`src/hw/sfcu_defs.svh`:
```
// Register map, field positions and reset values of the fault-clear and unlock block
`ifndef SFCU_DEFS_SVH
`define SFCU_DEFS_SVH

// Bus geometry: byte address, one 32-bit word per register
`define SFCU_ADDR_W 12
`define SFCU_IDX_W 10
`define SFCU_DATA_W 32
`define SFCU_BE_W 4
`define SFCU_REG_W 8

// Register indices; byte address is four times the index
`define SFCU_IDX_VCLR 10'h13e
`define SFCU_IDX_TCLR 10'h13f
`define SFCU_IDX_CONF_A 10'h150
`define SFCU_IDX_CONF_B 10'h151
`define SFCU_IDX_CONF_C 10'h152
`define SFCU_IDX_CONF_D 10'h153
`define SFCU_IDX_PROG_CTRL 10'h160
`define SFCU_IDX_IRQ_STAT 10'h170
`define SFCU_IDX_IRQ_MASK 10'h171
`define SFCU_IDX_UNLOCK_STAT 10'h172
`define SFCU_IDX_ERR_COUNT 10'h173

// Voltage self-test clear fields
`define SFCU_VCLR_UV_BIT 0
`define SFCU_VCLR_OV_BIT 1

// Temperature self-test clear fields
`define SFCU_TCLR_OT_BIT 0
`define SFCU_TCLR_UT_BIT 1
`define SFCU_TCLR_CH1_BIT 2
`define SFCU_TCLR_CH2_BIT 3
`define SFCU_TCLR_CH3_BIT 4
`define SFCU_TCLR_CH4_BIT 5
`define SFCU_TCLR_CH5_BIT 6
`define SFCU_TCLR_CH6_BIT 7

// Program control fields
`define SFCU_CTRL_LAUNCH_BIT 0

// Interrupt status and mask fields
`define SFCU_IRQ_W 5
`define SFCU_IRQ_OPEN_BIT 0
`define SFCU_IRQ_BREAK_BIT 1
`define SFCU_IRQ_WASTE_BIT 2
`define SFCU_IRQ_LAUNCH_BIT 3
`define SFCU_IRQ_REFUSE_BIT 4
`define SFCU_IRQ_STAT_RESET 5'h00
`define SFCU_IRQ_MASK_RESET 5'h00

// Unlock status fields
`define SFCU_UST_OPEN_BIT 0
`define SFCU_UST_STAGE_LSB 1
`define SFCU_UST_STAGE_MSB 3
`define SFCU_UST_STAGE1_BIT 4
`define SFCU_STAGE_W 3
`define SFCU_STAGE_NONE 3'h0
`define SFCU_STAGE_A 3'h1
`define SFCU_STAGE_B 3'h2
`define SFCU_STAGE_C 3'h3
`define SFCU_STAGE_OPEN 3'h4

// Error counter
`define SFCU_ERR_RESET 8'h00
`define SFCU_ERR_MAX 8'hff
`define SFCU_ERR_ONE 8'h01

// Bus answers
`define SFCU_RESP_OK 2'h0
`define SFCU_RESP_DECODE_ERR 2'h3
`define SFCU_RDATA_ZERO 32'h0000_0000
`define SFCU_CONF_READ 8'h00

`endif

```
`src/hw/sfcu_pkg.sv`:
```
// Types shared by the fault-clear and unlock block
package sfcu_pkg;

   typedef enum logic [2:0]
   {
      SEQ_IDLE,
      SEQ_GOT_A,
      SEQ_GOT_B,
      SEQ_GOT_C,
      SEQ_OPEN
   } sfcu_seq_t;

endpackage

```
`src/hw/sfcu_unlock_seq.sv`:
```
// Second-stage OTP unlock sequence tracker
`timescale 1ns/10ps
`include "sfcu_defs.svh"

module sfcu_unlock_seq
(
   input wire logic clk_sys_in,
   input wire logic reset_in,
   input wire logic wr_any_in,
   input wire logic [3:0] step_in,
   input wire logic launch_in,
   input wire logic stage1_ok_in,
   output logic unlocked_out,
   output logic [`SFCU_STAGE_W-1:0] stage_out,
   output logic launch_out,
   output logic evt_open_out,
   output logic evt_break_out,
   output logic evt_waste_out,
   output logic evt_refuse_out
);

   sfcu_pkg::sfcu_seq_t state_q;

   // Sequence state
   always_ff @(posedge clk_sys_in)
   begin
      if (reset_in)
         state_q <= sfcu_pkg::SEQ_IDLE;
      else if (wr_any_in)
      begin
         unique case (state_q)
            sfcu_pkg::SEQ_OPEN:
               state_q <= sfcu_pkg::SEQ_IDLE;
            sfcu_pkg::SEQ_IDLE:
               state_q <= step_in[0] ? sfcu_pkg::SEQ_GOT_A : sfcu_pkg::SEQ_IDLE;
            sfcu_pkg::SEQ_GOT_A:
               state_q <= step_in[1] ? sfcu_pkg::SEQ_GOT_B :
                  (step_in[0] ? sfcu_pkg::SEQ_GOT_A : sfcu_pkg::SEQ_IDLE);
            sfcu_pkg::SEQ_GOT_B:
               state_q <= step_in[2] ? sfcu_pkg::SEQ_GOT_C :
                  (step_in[0] ? sfcu_pkg::SEQ_GOT_A : sfcu_pkg::SEQ_IDLE);
            sfcu_pkg::SEQ_GOT_C:
               // Opening also needs the first stage to be in place
               state_q <= (step_in[3] && stage1_ok_in) ? sfcu_pkg::SEQ_OPEN :
                  (step_in[0] ? sfcu_pkg::SEQ_GOT_A : sfcu_pkg::SEQ_IDLE);
         endcase
      end
      else if (state_q == sfcu_pkg::SEQ_OPEN && !stage1_ok_in)
         state_q <= sfcu_pkg::SEQ_IDLE;
   end

   // Event pulses, one cycle each
   always_ff @(posedge clk_sys_in)
   begin
      if (reset_in)
      begin
         launch_out <= 1'b0;
         evt_open_out <= 1'b0;
         evt_break_out <= 1'b0;
         evt_waste_out <= 1'b0;
         evt_refuse_out <= 1'b0;
      end
      else
      begin
         launch_out <= wr_any_in && launch_in && state_q == sfcu_pkg::SEQ_OPEN;
         evt_waste_out <= wr_any_in && !launch_in && state_q == sfcu_pkg::SEQ_OPEN;
         evt_refuse_out <= wr_any_in && launch_in && state_q != sfcu_pkg::SEQ_OPEN;
         evt_open_out <= wr_any_in && state_q == sfcu_pkg::SEQ_GOT_C && step_in[3] &&
            stage1_ok_in;
         evt_break_out <= wr_any_in && !step_in[0] &&
            ((state_q == sfcu_pkg::SEQ_GOT_A && !step_in[1]) ||
             (state_q == sfcu_pkg::SEQ_GOT_B && !step_in[2]) ||
             (state_q == sfcu_pkg::SEQ_GOT_C && !(step_in[3] && stage1_ok_in)));
      end
   end

   assign unlocked_out = (state_q == sfcu_pkg::SEQ_OPEN);

   always_comb
   begin
      stage_out = `SFCU_STAGE_NONE;
      unique case (state_q)
         sfcu_pkg::SEQ_IDLE: stage_out = `SFCU_STAGE_NONE;
         sfcu_pkg::SEQ_GOT_A: stage_out = `SFCU_STAGE_A;
         sfcu_pkg::SEQ_GOT_B: stage_out = `SFCU_STAGE_B;
         sfcu_pkg::SEQ_GOT_C: stage_out = `SFCU_STAGE_C;
         sfcu_pkg::SEQ_OPEN: stage_out = `SFCU_STAGE_OPEN;
      endcase
   end

endmodule

```
`src/hw/sfcu_fault_clear_regs.sv`:
```
// Self-test fault clear strobes and OTP second-stage unlock registers on Avalon-MM
//
// Behaviour
// - Writing one pulses voltage comparator flag clear
// - Zero writes ignored; clear bits read zero
// - Temperature clear: channels 7..2, UT 1, OT 0
// - Unlock needs first stage plus four confirmations
// - Confirmation registers always read all zeros
// - Any write after unlocking drops the unlock
//
// Our own choice: the Avalon-MM interface to the registers.
`timescale 1ns/10ps
`include "sfcu_defs.svh"

module sfcu_fault_clear_regs
(
   input wire logic clk_sys_in,
   input wire logic reset_in,
   input wire logic [`SFCU_ADDR_W-1:0] avs_address_in,
   input wire logic avs_read_in,
   input wire logic avs_write_in,
   input wire logic [`SFCU_DATA_W-1:0] avs_writedata_in,
   input wire logic [`SFCU_BE_W-1:0] avs_byteenable_in,
   output logic [`SFCU_DATA_W-1:0] avs_readdata_out,
   output logic [1:0] avs_response_out,
   output logic avs_waitrequest_out,
   input wire logic otp_stage1_unlocked_in,
   output logic overvoltage_compare_fault_clear_out,
   output logic undervoltage_compare_fault_clear_out,
   output logic overtemp_compare_fault_clear_out,
   output logic undertemp_compare_fault_clear_out,
   output logic channel1_selftest_fault_clear_out,
   output logic channel2_selftest_fault_clear_out,
   output logic channel3_selftest_fault_clear_out,
   output logic channel4_selftest_fault_clear_out,
   output logic channel5_selftest_fault_clear_out,
   output logic channel6_selftest_fault_clear_out,
   output logic otp_program_launch_out,
   output logic otp_unlocked_out,
   output logic irq_out
);

   // Register index from a byte address
   function automatic logic [`SFCU_IDX_W-1:0] reg_index(input logic [`SFCU_ADDR_W-1:0] addr);
      reg_index = addr[`SFCU_ADDR_W-1:2];
   endfunction

   // True for every mapped index
   function automatic logic reg_hit(input logic [`SFCU_IDX_W-1:0] idx);
      case (idx)
         `SFCU_IDX_VCLR,
         `SFCU_IDX_TCLR,
         `SFCU_IDX_CONF_A,
         `SFCU_IDX_CONF_B,
         `SFCU_IDX_CONF_C,
         `SFCU_IDX_CONF_D,
         `SFCU_IDX_PROG_CTRL,
         `SFCU_IDX_IRQ_STAT,
         `SFCU_IDX_IRQ_MASK,
         `SFCU_IDX_UNLOCK_STAT,
         `SFCU_IDX_ERR_COUNT:
            reg_hit = 1'b1;
         default:
            reg_hit = 1'b0;
      endcase
   endfunction

   // Write-one-to-clear with set winning over clear
   function automatic logic [`SFCU_IRQ_W-1:0] w1c_update(
      input logic [`SFCU_IRQ_W-1:0] cur,
      input logic [`SFCU_IRQ_W-1:0] clr,
      input logic [`SFCU_IRQ_W-1:0] set);
      w1c_update = (cur & ~clr) | set;
   endfunction

   // A completed write to one register with its low byte lane enabled
   function automatic logic sel_write(
      input logic fire,
      input logic lane,
      input logic [`SFCU_IDX_W-1:0] cur,
      input logic [`SFCU_IDX_W-1:0] target);
      sel_write = fire && lane && (cur == target);
   endfunction

   logic ack_q;
   logic req;
   logic wr_fire;
   logic rd_take;
   logic be0;
   logic [`SFCU_IDX_W-1:0] idx;
   logic [`SFCU_REG_W-1:0] wlo;
   logic wr_vclr;
   logic wr_tclr;
   logic wr_ctrl;
   logic [3:0] step;
   logic launch_req;
   logic wr_stat;
   logic wr_mask;
   logic wr_err;
   logic err_evt;

   logic [`SFCU_DATA_W-1:0] rdata_q;
   logic [`SFCU_DATA_W-1:0] rdata_d;
   logic [1:0] resp_q;
   logic [1:0] resp_d;

   logic ov_clr_q;
   logic uv_clr_q;
   logic ot_clr_q;
   logic ut_clr_q;
   logic [5:0] ch_clr_q;

   logic [`SFCU_IRQ_W-1:0] irq_stat_q;
   logic [`SFCU_IRQ_W-1:0] irq_mask_q;
   logic [`SFCU_IRQ_W-1:0] irq_set;
   logic [`SFCU_IRQ_W-1:0] irq_clr;
   logic [`SFCU_REG_W-1:0] err_count_q;

   logic seq_unlocked;
   logic [`SFCU_STAGE_W-1:0] seq_stage;
   logic seq_launch;
   logic evt_open;
   logic evt_break;
   logic evt_waste;
   logic evt_refuse;

   // Bus handshake: one wait state, answer at the second edge of a request
   assign req = avs_read_in | avs_write_in;
   assign avs_waitrequest_out = req & ~ack_q;
   assign wr_fire = avs_write_in & ack_q;
   assign rd_take = avs_read_in & ~ack_q;

   // ack_q clears itself, so back-to-back requests each wait exactly once
   always_ff @(posedge clk_sys_in)
   begin
      if (reset_in)
         ack_q <= 1'b0;
      else
         ack_q <= req & ~ack_q;
   end

   assign idx = reg_index(avs_address_in);
   assign be0 = avs_byteenable_in[0];
   assign wlo = avs_writedata_in[`SFCU_REG_W-1:0];

   // Write selects need the low byte lane, the only lane holding fields
   assign wr_vclr = sel_write(wr_fire, be0, idx, `SFCU_IDX_VCLR);
   assign wr_tclr = sel_write(wr_fire, be0, idx, `SFCU_IDX_TCLR);
   assign wr_ctrl = sel_write(wr_fire, be0, idx, `SFCU_IDX_PROG_CTRL);
   assign wr_stat = sel_write(wr_fire, be0, idx, `SFCU_IDX_IRQ_STAT);
   assign wr_mask = sel_write(wr_fire, be0, idx, `SFCU_IDX_IRQ_MASK);
   assign wr_err = sel_write(wr_fire, be0, idx, `SFCU_IDX_ERR_COUNT);

   // Confirmation steps only count with the low byte enabled
   assign step[0] = sel_write(wr_fire, be0, idx, `SFCU_IDX_CONF_A);
   assign step[1] = sel_write(wr_fire, be0, idx, `SFCU_IDX_CONF_B);
   assign step[2] = sel_write(wr_fire, be0, idx, `SFCU_IDX_CONF_C);
   assign step[3] = sel_write(wr_fire, be0, idx, `SFCU_IDX_CONF_D);
   assign launch_req = wr_ctrl && wlo[`SFCU_CTRL_LAUNCH_BIT];

   // Voltage clear strobes: a one pulses, a zero does nothing
   always_ff @(posedge clk_sys_in)
   begin
      if (reset_in)
         ov_clr_q <= 1'b0;
      else
         ov_clr_q <= wr_vclr && wlo[`SFCU_VCLR_OV_BIT];
   end

   always_ff @(posedge clk_sys_in)
   begin
      if (reset_in)
         uv_clr_q <= 1'b0;
      else
         uv_clr_q <= wr_vclr && wlo[`SFCU_VCLR_UV_BIT];
   end

   // Temperature and channel clear strobes
   always_ff @(posedge clk_sys_in)
   begin
      if (reset_in)
         ot_clr_q <= 1'b0;
      else
         ot_clr_q <= wr_tclr && wlo[`SFCU_TCLR_OT_BIT];
   end

   always_ff @(posedge clk_sys_in)
   begin
      if (reset_in)
         ut_clr_q <= 1'b0;
      else
         ut_clr_q <= wr_tclr && wlo[`SFCU_TCLR_UT_BIT];
   end

   always_ff @(posedge clk_sys_in)
   begin
      if (reset_in)
         ch_clr_q <= 6'h00;
      else
         ch_clr_q <= wr_tclr ? wlo[`SFCU_TCLR_CH6_BIT:`SFCU_TCLR_CH1_BIT] : 6'h00;
   end

   assign overvoltage_compare_fault_clear_out = ov_clr_q;
   assign undervoltage_compare_fault_clear_out = uv_clr_q;
   assign overtemp_compare_fault_clear_out = ot_clr_q;
   assign undertemp_compare_fault_clear_out = ut_clr_q;
   assign channel1_selftest_fault_clear_out = ch_clr_q[0];
   assign channel2_selftest_fault_clear_out = ch_clr_q[1];
   assign channel3_selftest_fault_clear_out = ch_clr_q[2];
   assign channel4_selftest_fault_clear_out = ch_clr_q[3];
   assign channel5_selftest_fault_clear_out = ch_clr_q[4];
   assign channel6_selftest_fault_clear_out = ch_clr_q[5];

   // Every accepted write, mapped or not, reaches the tracker
   // The first-stage flag shares this clock, so it needs no synchroniser
   sfcu_unlock_seq u_seq
   (
      .clk_sys_in(clk_sys_in),
      .reset_in(reset_in),
      .wr_any_in(wr_fire),
      .step_in(step),
      .launch_in(launch_req),
      .stage1_ok_in(otp_stage1_unlocked_in),
      .unlocked_out(seq_unlocked),
      .stage_out(seq_stage),
      .launch_out(seq_launch),
      .evt_open_out(evt_open),
      .evt_break_out(evt_break),
      .evt_waste_out(evt_waste),
      .evt_refuse_out(evt_refuse)
   );

   assign otp_program_launch_out = seq_launch;
   assign otp_unlocked_out = seq_unlocked;

   // Interrupt status: sticky, write one to clear, set wins
   always_comb
   begin
      irq_set = '0;
      irq_set[`SFCU_IRQ_OPEN_BIT] = evt_open;
      irq_set[`SFCU_IRQ_BREAK_BIT] = evt_break;
      irq_set[`SFCU_IRQ_WASTE_BIT] = evt_waste;
      irq_set[`SFCU_IRQ_LAUNCH_BIT] = seq_launch;
      irq_set[`SFCU_IRQ_REFUSE_BIT] = evt_refuse;
   end

   assign irq_clr = wr_stat ?
      wlo[`SFCU_IRQ_W-1:0] : '0;

   always_ff @(posedge clk_sys_in)
   begin
      if (reset_in)
         irq_stat_q <= `SFCU_IRQ_STAT_RESET;
      else
         irq_stat_q <= w1c_update(irq_stat_q, irq_clr, irq_set);
   end

   always_ff @(posedge clk_sys_in)
   begin
      if (reset_in)
         irq_mask_q <= `SFCU_IRQ_MASK_RESET;
      else if (wr_mask)
         irq_mask_q <= wlo[`SFCU_IRQ_W-1:0];
   end

   // Level output: stays high until every unmasked cause is cleared or masked
   assign irq_out = |(irq_stat_q & irq_mask_q);

   // Broken and wasted attempts both count as failures
   assign err_evt = evt_break || evt_waste;

   // Failed attempts, saturating; a write of any value zeroes it, new errors still count
   always_ff @(posedge clk_sys_in)
   begin
      if (reset_in)
         err_count_q <= `SFCU_ERR_RESET;
      else if (err_evt)
      begin
         if (wr_err)
            err_count_q <= `SFCU_ERR_ONE;
         else if (err_count_q != `SFCU_ERR_MAX)
            err_count_q <= err_count_q + `SFCU_ERR_ONE;
      end
      else if (wr_err)
         err_count_q <= `SFCU_ERR_RESET;
   end

   // Read mux; clear and confirmation registers hide what was written
   always_comb
   begin
      rdata_d = `SFCU_RDATA_ZERO;
      resp_d = `SFCU_RESP_OK;
      case (idx)
         `SFCU_IDX_IRQ_STAT:
            rdata_d[`SFCU_IRQ_W-1:0] = irq_stat_q;
         `SFCU_IDX_IRQ_MASK:
            rdata_d[`SFCU_IRQ_W-1:0] = irq_mask_q;
         `SFCU_IDX_UNLOCK_STAT:
         begin
            rdata_d[`SFCU_UST_OPEN_BIT] = seq_unlocked;
            rdata_d[`SFCU_UST_STAGE_MSB:`SFCU_UST_STAGE_LSB] = seq_stage;
            rdata_d[`SFCU_UST_STAGE1_BIT] = otp_stage1_unlocked_in;
         end
         `SFCU_IDX_ERR_COUNT:
            rdata_d[`SFCU_REG_W-1:0] = err_count_q;
         `SFCU_IDX_VCLR,
         `SFCU_IDX_TCLR,
         `SFCU_IDX_CONF_A,
         `SFCU_IDX_CONF_B,
         `SFCU_IDX_CONF_C,
         `SFCU_IDX_CONF_D,
         `SFCU_IDX_PROG_CTRL:
            rdata_d[`SFCU_REG_W-1:0] = `SFCU_CONF_READ;
         // Unmapped index: zero data and a decode error
         default:
            resp_d = `SFCU_RESP_DECODE_ERR;
      endcase
   end

   always_ff @(posedge clk_sys_in)
   begin
      if (reset_in)
         rdata_q <= `SFCU_RDATA_ZERO;
      else if (rd_take)
         rdata_q <= rdata_d;
   end

   // Write response is registered too, though Avalon ignores it on writes
   always_ff @(posedge clk_sys_in)
   begin
      if (reset_in)
         resp_q <= `SFCU_RESP_OK;
      else if (rd_take)
         resp_q <= resp_d;
      else if (avs_write_in && !ack_q)
         resp_q <= reg_hit(idx) ? `SFCU_RESP_OK : `SFCU_RESP_DECODE_ERR;
   end

   assign avs_readdata_out = rdata_q;
   assign avs_response_out = resp_q;

endmodule

```
`config.mk`:
```
export PLATFORM = sky130hd
export DESIGN_NAME = sfcu_fault_clear_regs
export DESIGN_NICKNAME = d
export VERILOG_FILES = /design/src/hw/sfcu_pkg.sv /design/src/hw/sfcu_unlock_seq.sv /design/src/hw/sfcu_fault_clear_regs.sv
export VERILOG_INCLUDE_DIRS = /design/src /design/src/hw
export SDC_FILE = /design/constraint.sdc
export NUM_CORES = 1
export LEC_CHECK = 0
export ABC_AREA = 0
export BUFFER_PORTS_ARGS = -buffer_cell sky130_fd_sc_hd__buf_2
export CAP_MARGIN = 20
export CORE_UTILIZATION = 50
export CTS_CLUSTER_DIAMETER = 60
export DETAILED_ROUTE_END_ITERATION = 8
export GPL_ROUTABILITY_DRIVEN = 0
export PLACE_DENSITY_LB_ADDON = 0.25
export SETUP_SLACK_MARGIN = 0.3
export SLEW_MARGIN = 5
export SYNTH_ARGS = -nofsm -noshare
export SYNTH_HDL_FRONTEND = slang
export SYNTH_SLANG_ARGS = --single-unit
```
`constraint.sdc`:
```
create_clock -name clk_sys_in -period 3.3 [get_ports clk_sys_in]
set_input_delay 0.495 -clock clk_sys_in [delete_from_list [all_inputs] [get_ports clk_sys_in]]
set_output_delay 0.495 -clock clk_sys_in [all_outputs]
set_load 0.01 [all_outputs]
```
==> summary.md <==
| Metric | Value |
|---|---|
| Outcome | finished, final reports clean |
| Number of antenna violations at the first check in global routing | 0 |
| Syn Area/Cell | 9.42 sq um |
| Number of hold-repair buffers added at the cts stage | 0 |
| Area share of the largest cell type after synthesis | 41.1% |
| Power per cell area | 414 nW/um^2 |
| Most repeated cell in the gate-level netlist after synthesis | dfxtp_1 |
| Routed via count | 1839 |
| Total net switching power | 0.223 mW |
| Kind of capture point of the worst setup path | flop |
| Routed via count divided by cell count | 5.52 |
| Total power | 1.05 mW |
| Cell taking the most area after synthesis | dfxtp_1 |
| Post-Route WL | 4620 um |
| Gate count after technology mapping | 238 |
| Layout Nets | 337 |
| Number of distinct library cell variants in the gate-level netlist after synthesis | 51 |
| Data arrival time of the critical path | 2120 ps |
| First-pass GRT wire length | 7620 um |
| Total instance count after detailed placement | 326 |
| Pin count of the biggest net entering global routing | 27 |
| Synthesized area | 2240 sq um |
| Portion of total power attributed to combinational logic | 7.0% |
| Share of post-route cells with drive strength above 1 | 23.7% |
| Headroom to the max-slew limit | 48.3% |
| Overall overflow remaining after global route | 0 |
| Capture point of the worst reg-to-reg path | irq_stat_q[0]$_SDFF_PP0_ |
| Reported leakage power | 1.02 nW |
| Peak clock frequency supported by timing | 0.512 GHz |
| Number of nets with antenna violations after routing | 0 |
| Number of enable flip-flop cells after synthesis | 0 |
| Path type of the worst setup path | in2reg |
| Worst clock skew on the final layout | 5.85 ps |
| R2R Setup Slk | 1540 ps |
| Total die area | 4760 sq um |
| Max FO, Critical Path | 6 |
| Core utilization of the finished layout | 61.0% |
| HPWL after detailed placement | 3480 um |
| TritonCTS clock tree | yes |
| Kind of launch point of the worst setup path | input pin |
| Maximum number of buffers from clock root to sink | 2 |
| Area Growth Syn to Fin | 12.7% |
| Portion of the post-synthesis area used by sequential elements | 41.1% |
| Number of design rule violations left after detail routing | 0 |
| Cell internal power dissipation | 0.822 mW |
| Setup-failing EPs final | 0 |
| Switching power as a share of total power | 21.3% |
| Final number of max-transition violations | 0 |
| Row count | 23 |
| Transition time at the pin with the least slew margin | 768 ps |
| FFs w/ async S/R, synth | 0% |
| Setup tns final | 0 ps |
| Number of global-route vias before repair | 1603 |
| Timing endpoint of the critical path | irq_stat_q[0]$_SDFF_PP0_ |
| Power share of the sequential group | 53.5% |
| Port Buf Inserts | 47 |
| Post-route fraction of the period consumed by the critical path | 59.2% |
| Cells resized by post-CTS repair | 0 |
| # H-tree levels | 2 |
| Clock Tree Root | clkbuf_8 |
| Clock-pin slew on the worst setup and hold paths | 80 ps |
| Detailed Routing Iterations Pass 1 | 4 |
| Cell types with the largest area share after synthesis | dfxtp_1 41%, buf_4 8.4%, nor2_1 5.2% |
| Crit Reg-Reg Startpoint | ack_q$_SDFF_PP0_ |
| Commonest register cell after synthesis | dfxtp_1 |
| Number of max-capacitance violations reported | 0 |
| Area inside the core boundary | 4140 sq um |
| Synthesis Warnings | 0 |
| Clock group share of total power | 39.5% |
| Min setup slack post-route | 1350 ps |
| IO Count | 101 |
| Final instance count without filler cells | 333 |
| Number of buffers added by the clock tree synthesis step | 5 |
| Synthesized flop and latch total | 46 |
| Worst min path class | in2reg |
| Hold Path Depth | 2 |
| Final count of hold timing violations | 0 |
| Initial drt markers | 109 |
| Global routing usage summed across all routing layers | 22.4% |
| Die Wd | 69.0 um |
| Number of clock sinks | 46 |
| Setup slack at placement | 994 ps |
| Number of buffers inserted by post-CTS setup repair | 0 |
| Per-cell routed wire length | 13.9 um |
| Required time worst endpoint | 3460 ps |
| Worst setup path startpoint | avs_address_in[9] |
| Number of diodes | 0 |
| Setup repair after global routing missed its margin | false |
| VDD IR-drop max | 0.278 mV |
| Total of fill cells in the finished design | 397 |
| Height of the die | 69.0 um |
| Startpoint of the tightest hold check path | avs_writedata_in[7] |
| Initial Util | 54.1% |
| Final worst path period need | 1950 ps |
| Number of cell instances on the worst register-to-register path | 4 |
| Clock latency reported for the late side of the worst-skew pair | 290 ps |
| Top post-synthesis cells by count | 46 x dfxtp_1, 31 x nor2_1, 25 x buf_4 |
-- power groups by stage --
| stage | registers, mW | logic [mW] | clock network [mW] |
|---|---|---|---|
| 4_1_cts | 0.559 | 0.0728 | 0.429 |
| 6_report | 0.559 | 0.0732 | 0.413 |
| 3_5_place_dp | 0.572 | 0.0726 | 0 |
| 5_1_grt | 0.560 | 0.0824 | 0.453 |
| 3_3_place_gp | 0.572 | 0.0722 | 0 |
| 2_1_floorplan | 0.572 | 0.0649 | 0 |
-- sequential cells by signal (all words and copies together) (netlist names) --
register / count
ack_q: 1
avs_readdata_out: 8
avs_response_out: 1
ch_clr_q: 6
err_count_q: 8
irq_mask_q: 5
irq_stat_q: 5
overtemp_compare_fault_clear_out: 1
overvoltage_compare_fault_clear_out: 1
u_seq.evt_break_out: 1
u_seq.evt_open_out: 1
u_seq.evt_refuse_out: 1
u_seq.evt_waste_out: 1
u_seq.launch_out: 1
u_seq.state_q: 3
undertemp_compare_fault_clear_out: 1
undervoltage_compare_fault_clear_out: 1
-- layout by cell type (no fill, tap or decap), types with 4 or more instances in the layout --
master,count
a22oi_1,7
mux2i_1,6
and2_1,7
mux4_2,5
conb_1,24
nand2_1,7
nor2_1,31
a311oi_1,6
nand2b_1,4
a22o_1,5
a211oi_1,4
clkbuf_8,6
nor3_1,5
nor2b_1,5
inv_1,7
nor4_1,4
a21oi_1,5
nand3_1,4
buf_2,47
dfxtp_1,46
-- how the worst min path moves through the flow --
stage | to
floorplan | irq_stat_q[0]$_SDFF_PP0_
detailed placement | avs_readdata_out[4]$_SDFFE_PP0P_
CTS | ch_clr_q[5]$_SDFF_PP0_
global route | ch_clr_q[5]$_SDFF_PP0_
finish | ch_clr_q[5]$_SDFF_PP0_
global placement | irq_stat_q[4]$_SDFF_PP0_
-- stage by stage --
| stage | hold slack [ps] | area, sq um |
|---|---|---|
| floorplan | 449 | 2330 |
| detailed placement | 454 | 2410 |
| CTS | 385 | 2530 |
| finish | 396 | 2530 |
| global placement | 459 | 2410 |
| global route | 390 | 2530 |
-- metal layers --
layer  share of wire, %  wire length, um  global-route usage [%]
met5                  0                0                       0
met4                2.2              102                    11.7
met3                6.1              281                    5.59
met2                 46             2120                    33.1
met1                 46             2110                    29.9
-- critical path, cell delays in order --
cell      delay [ps]
buf_2            100
or3b_1           470
or4_1            570
nor3_2           330
a311oi_1         150
-- layout make-up --
class / instances / area (sq um) / area share, %
clock buffer: 6 / 82.6 / 3.27
clock inverter: 1 / 30.0 / 1.19
inverter: 8 / 30.0 / 1.19
multi-input combinational: 174 / 1160 / 45.8
sequential: 46 / 921 / 36.5
tap: 50 / 62.6 / 2.48
timing repair buffer: 48 / 243 / 9.61
-- kinds of logic (layout without fill, tap and decap cells) --
logic type               Yosys count  after routing  share of synthesized area [%]
AND/OR/NAND/NOR                   97             97                           25.6
flip-flops                        46             46                           41.1
buffers and inverters             41             63                           11.2
AO/OA/AOI/OAI                     39             39                           13.0
multiplexers                      11             11                           7.70
XOR/XNOR                           2              2                          0.781
adder cells (fa/ha/maj)            1              1                          0.558
other                              1             24                          0.167
No activity file was read; power rests on OpenSTA's default activity.
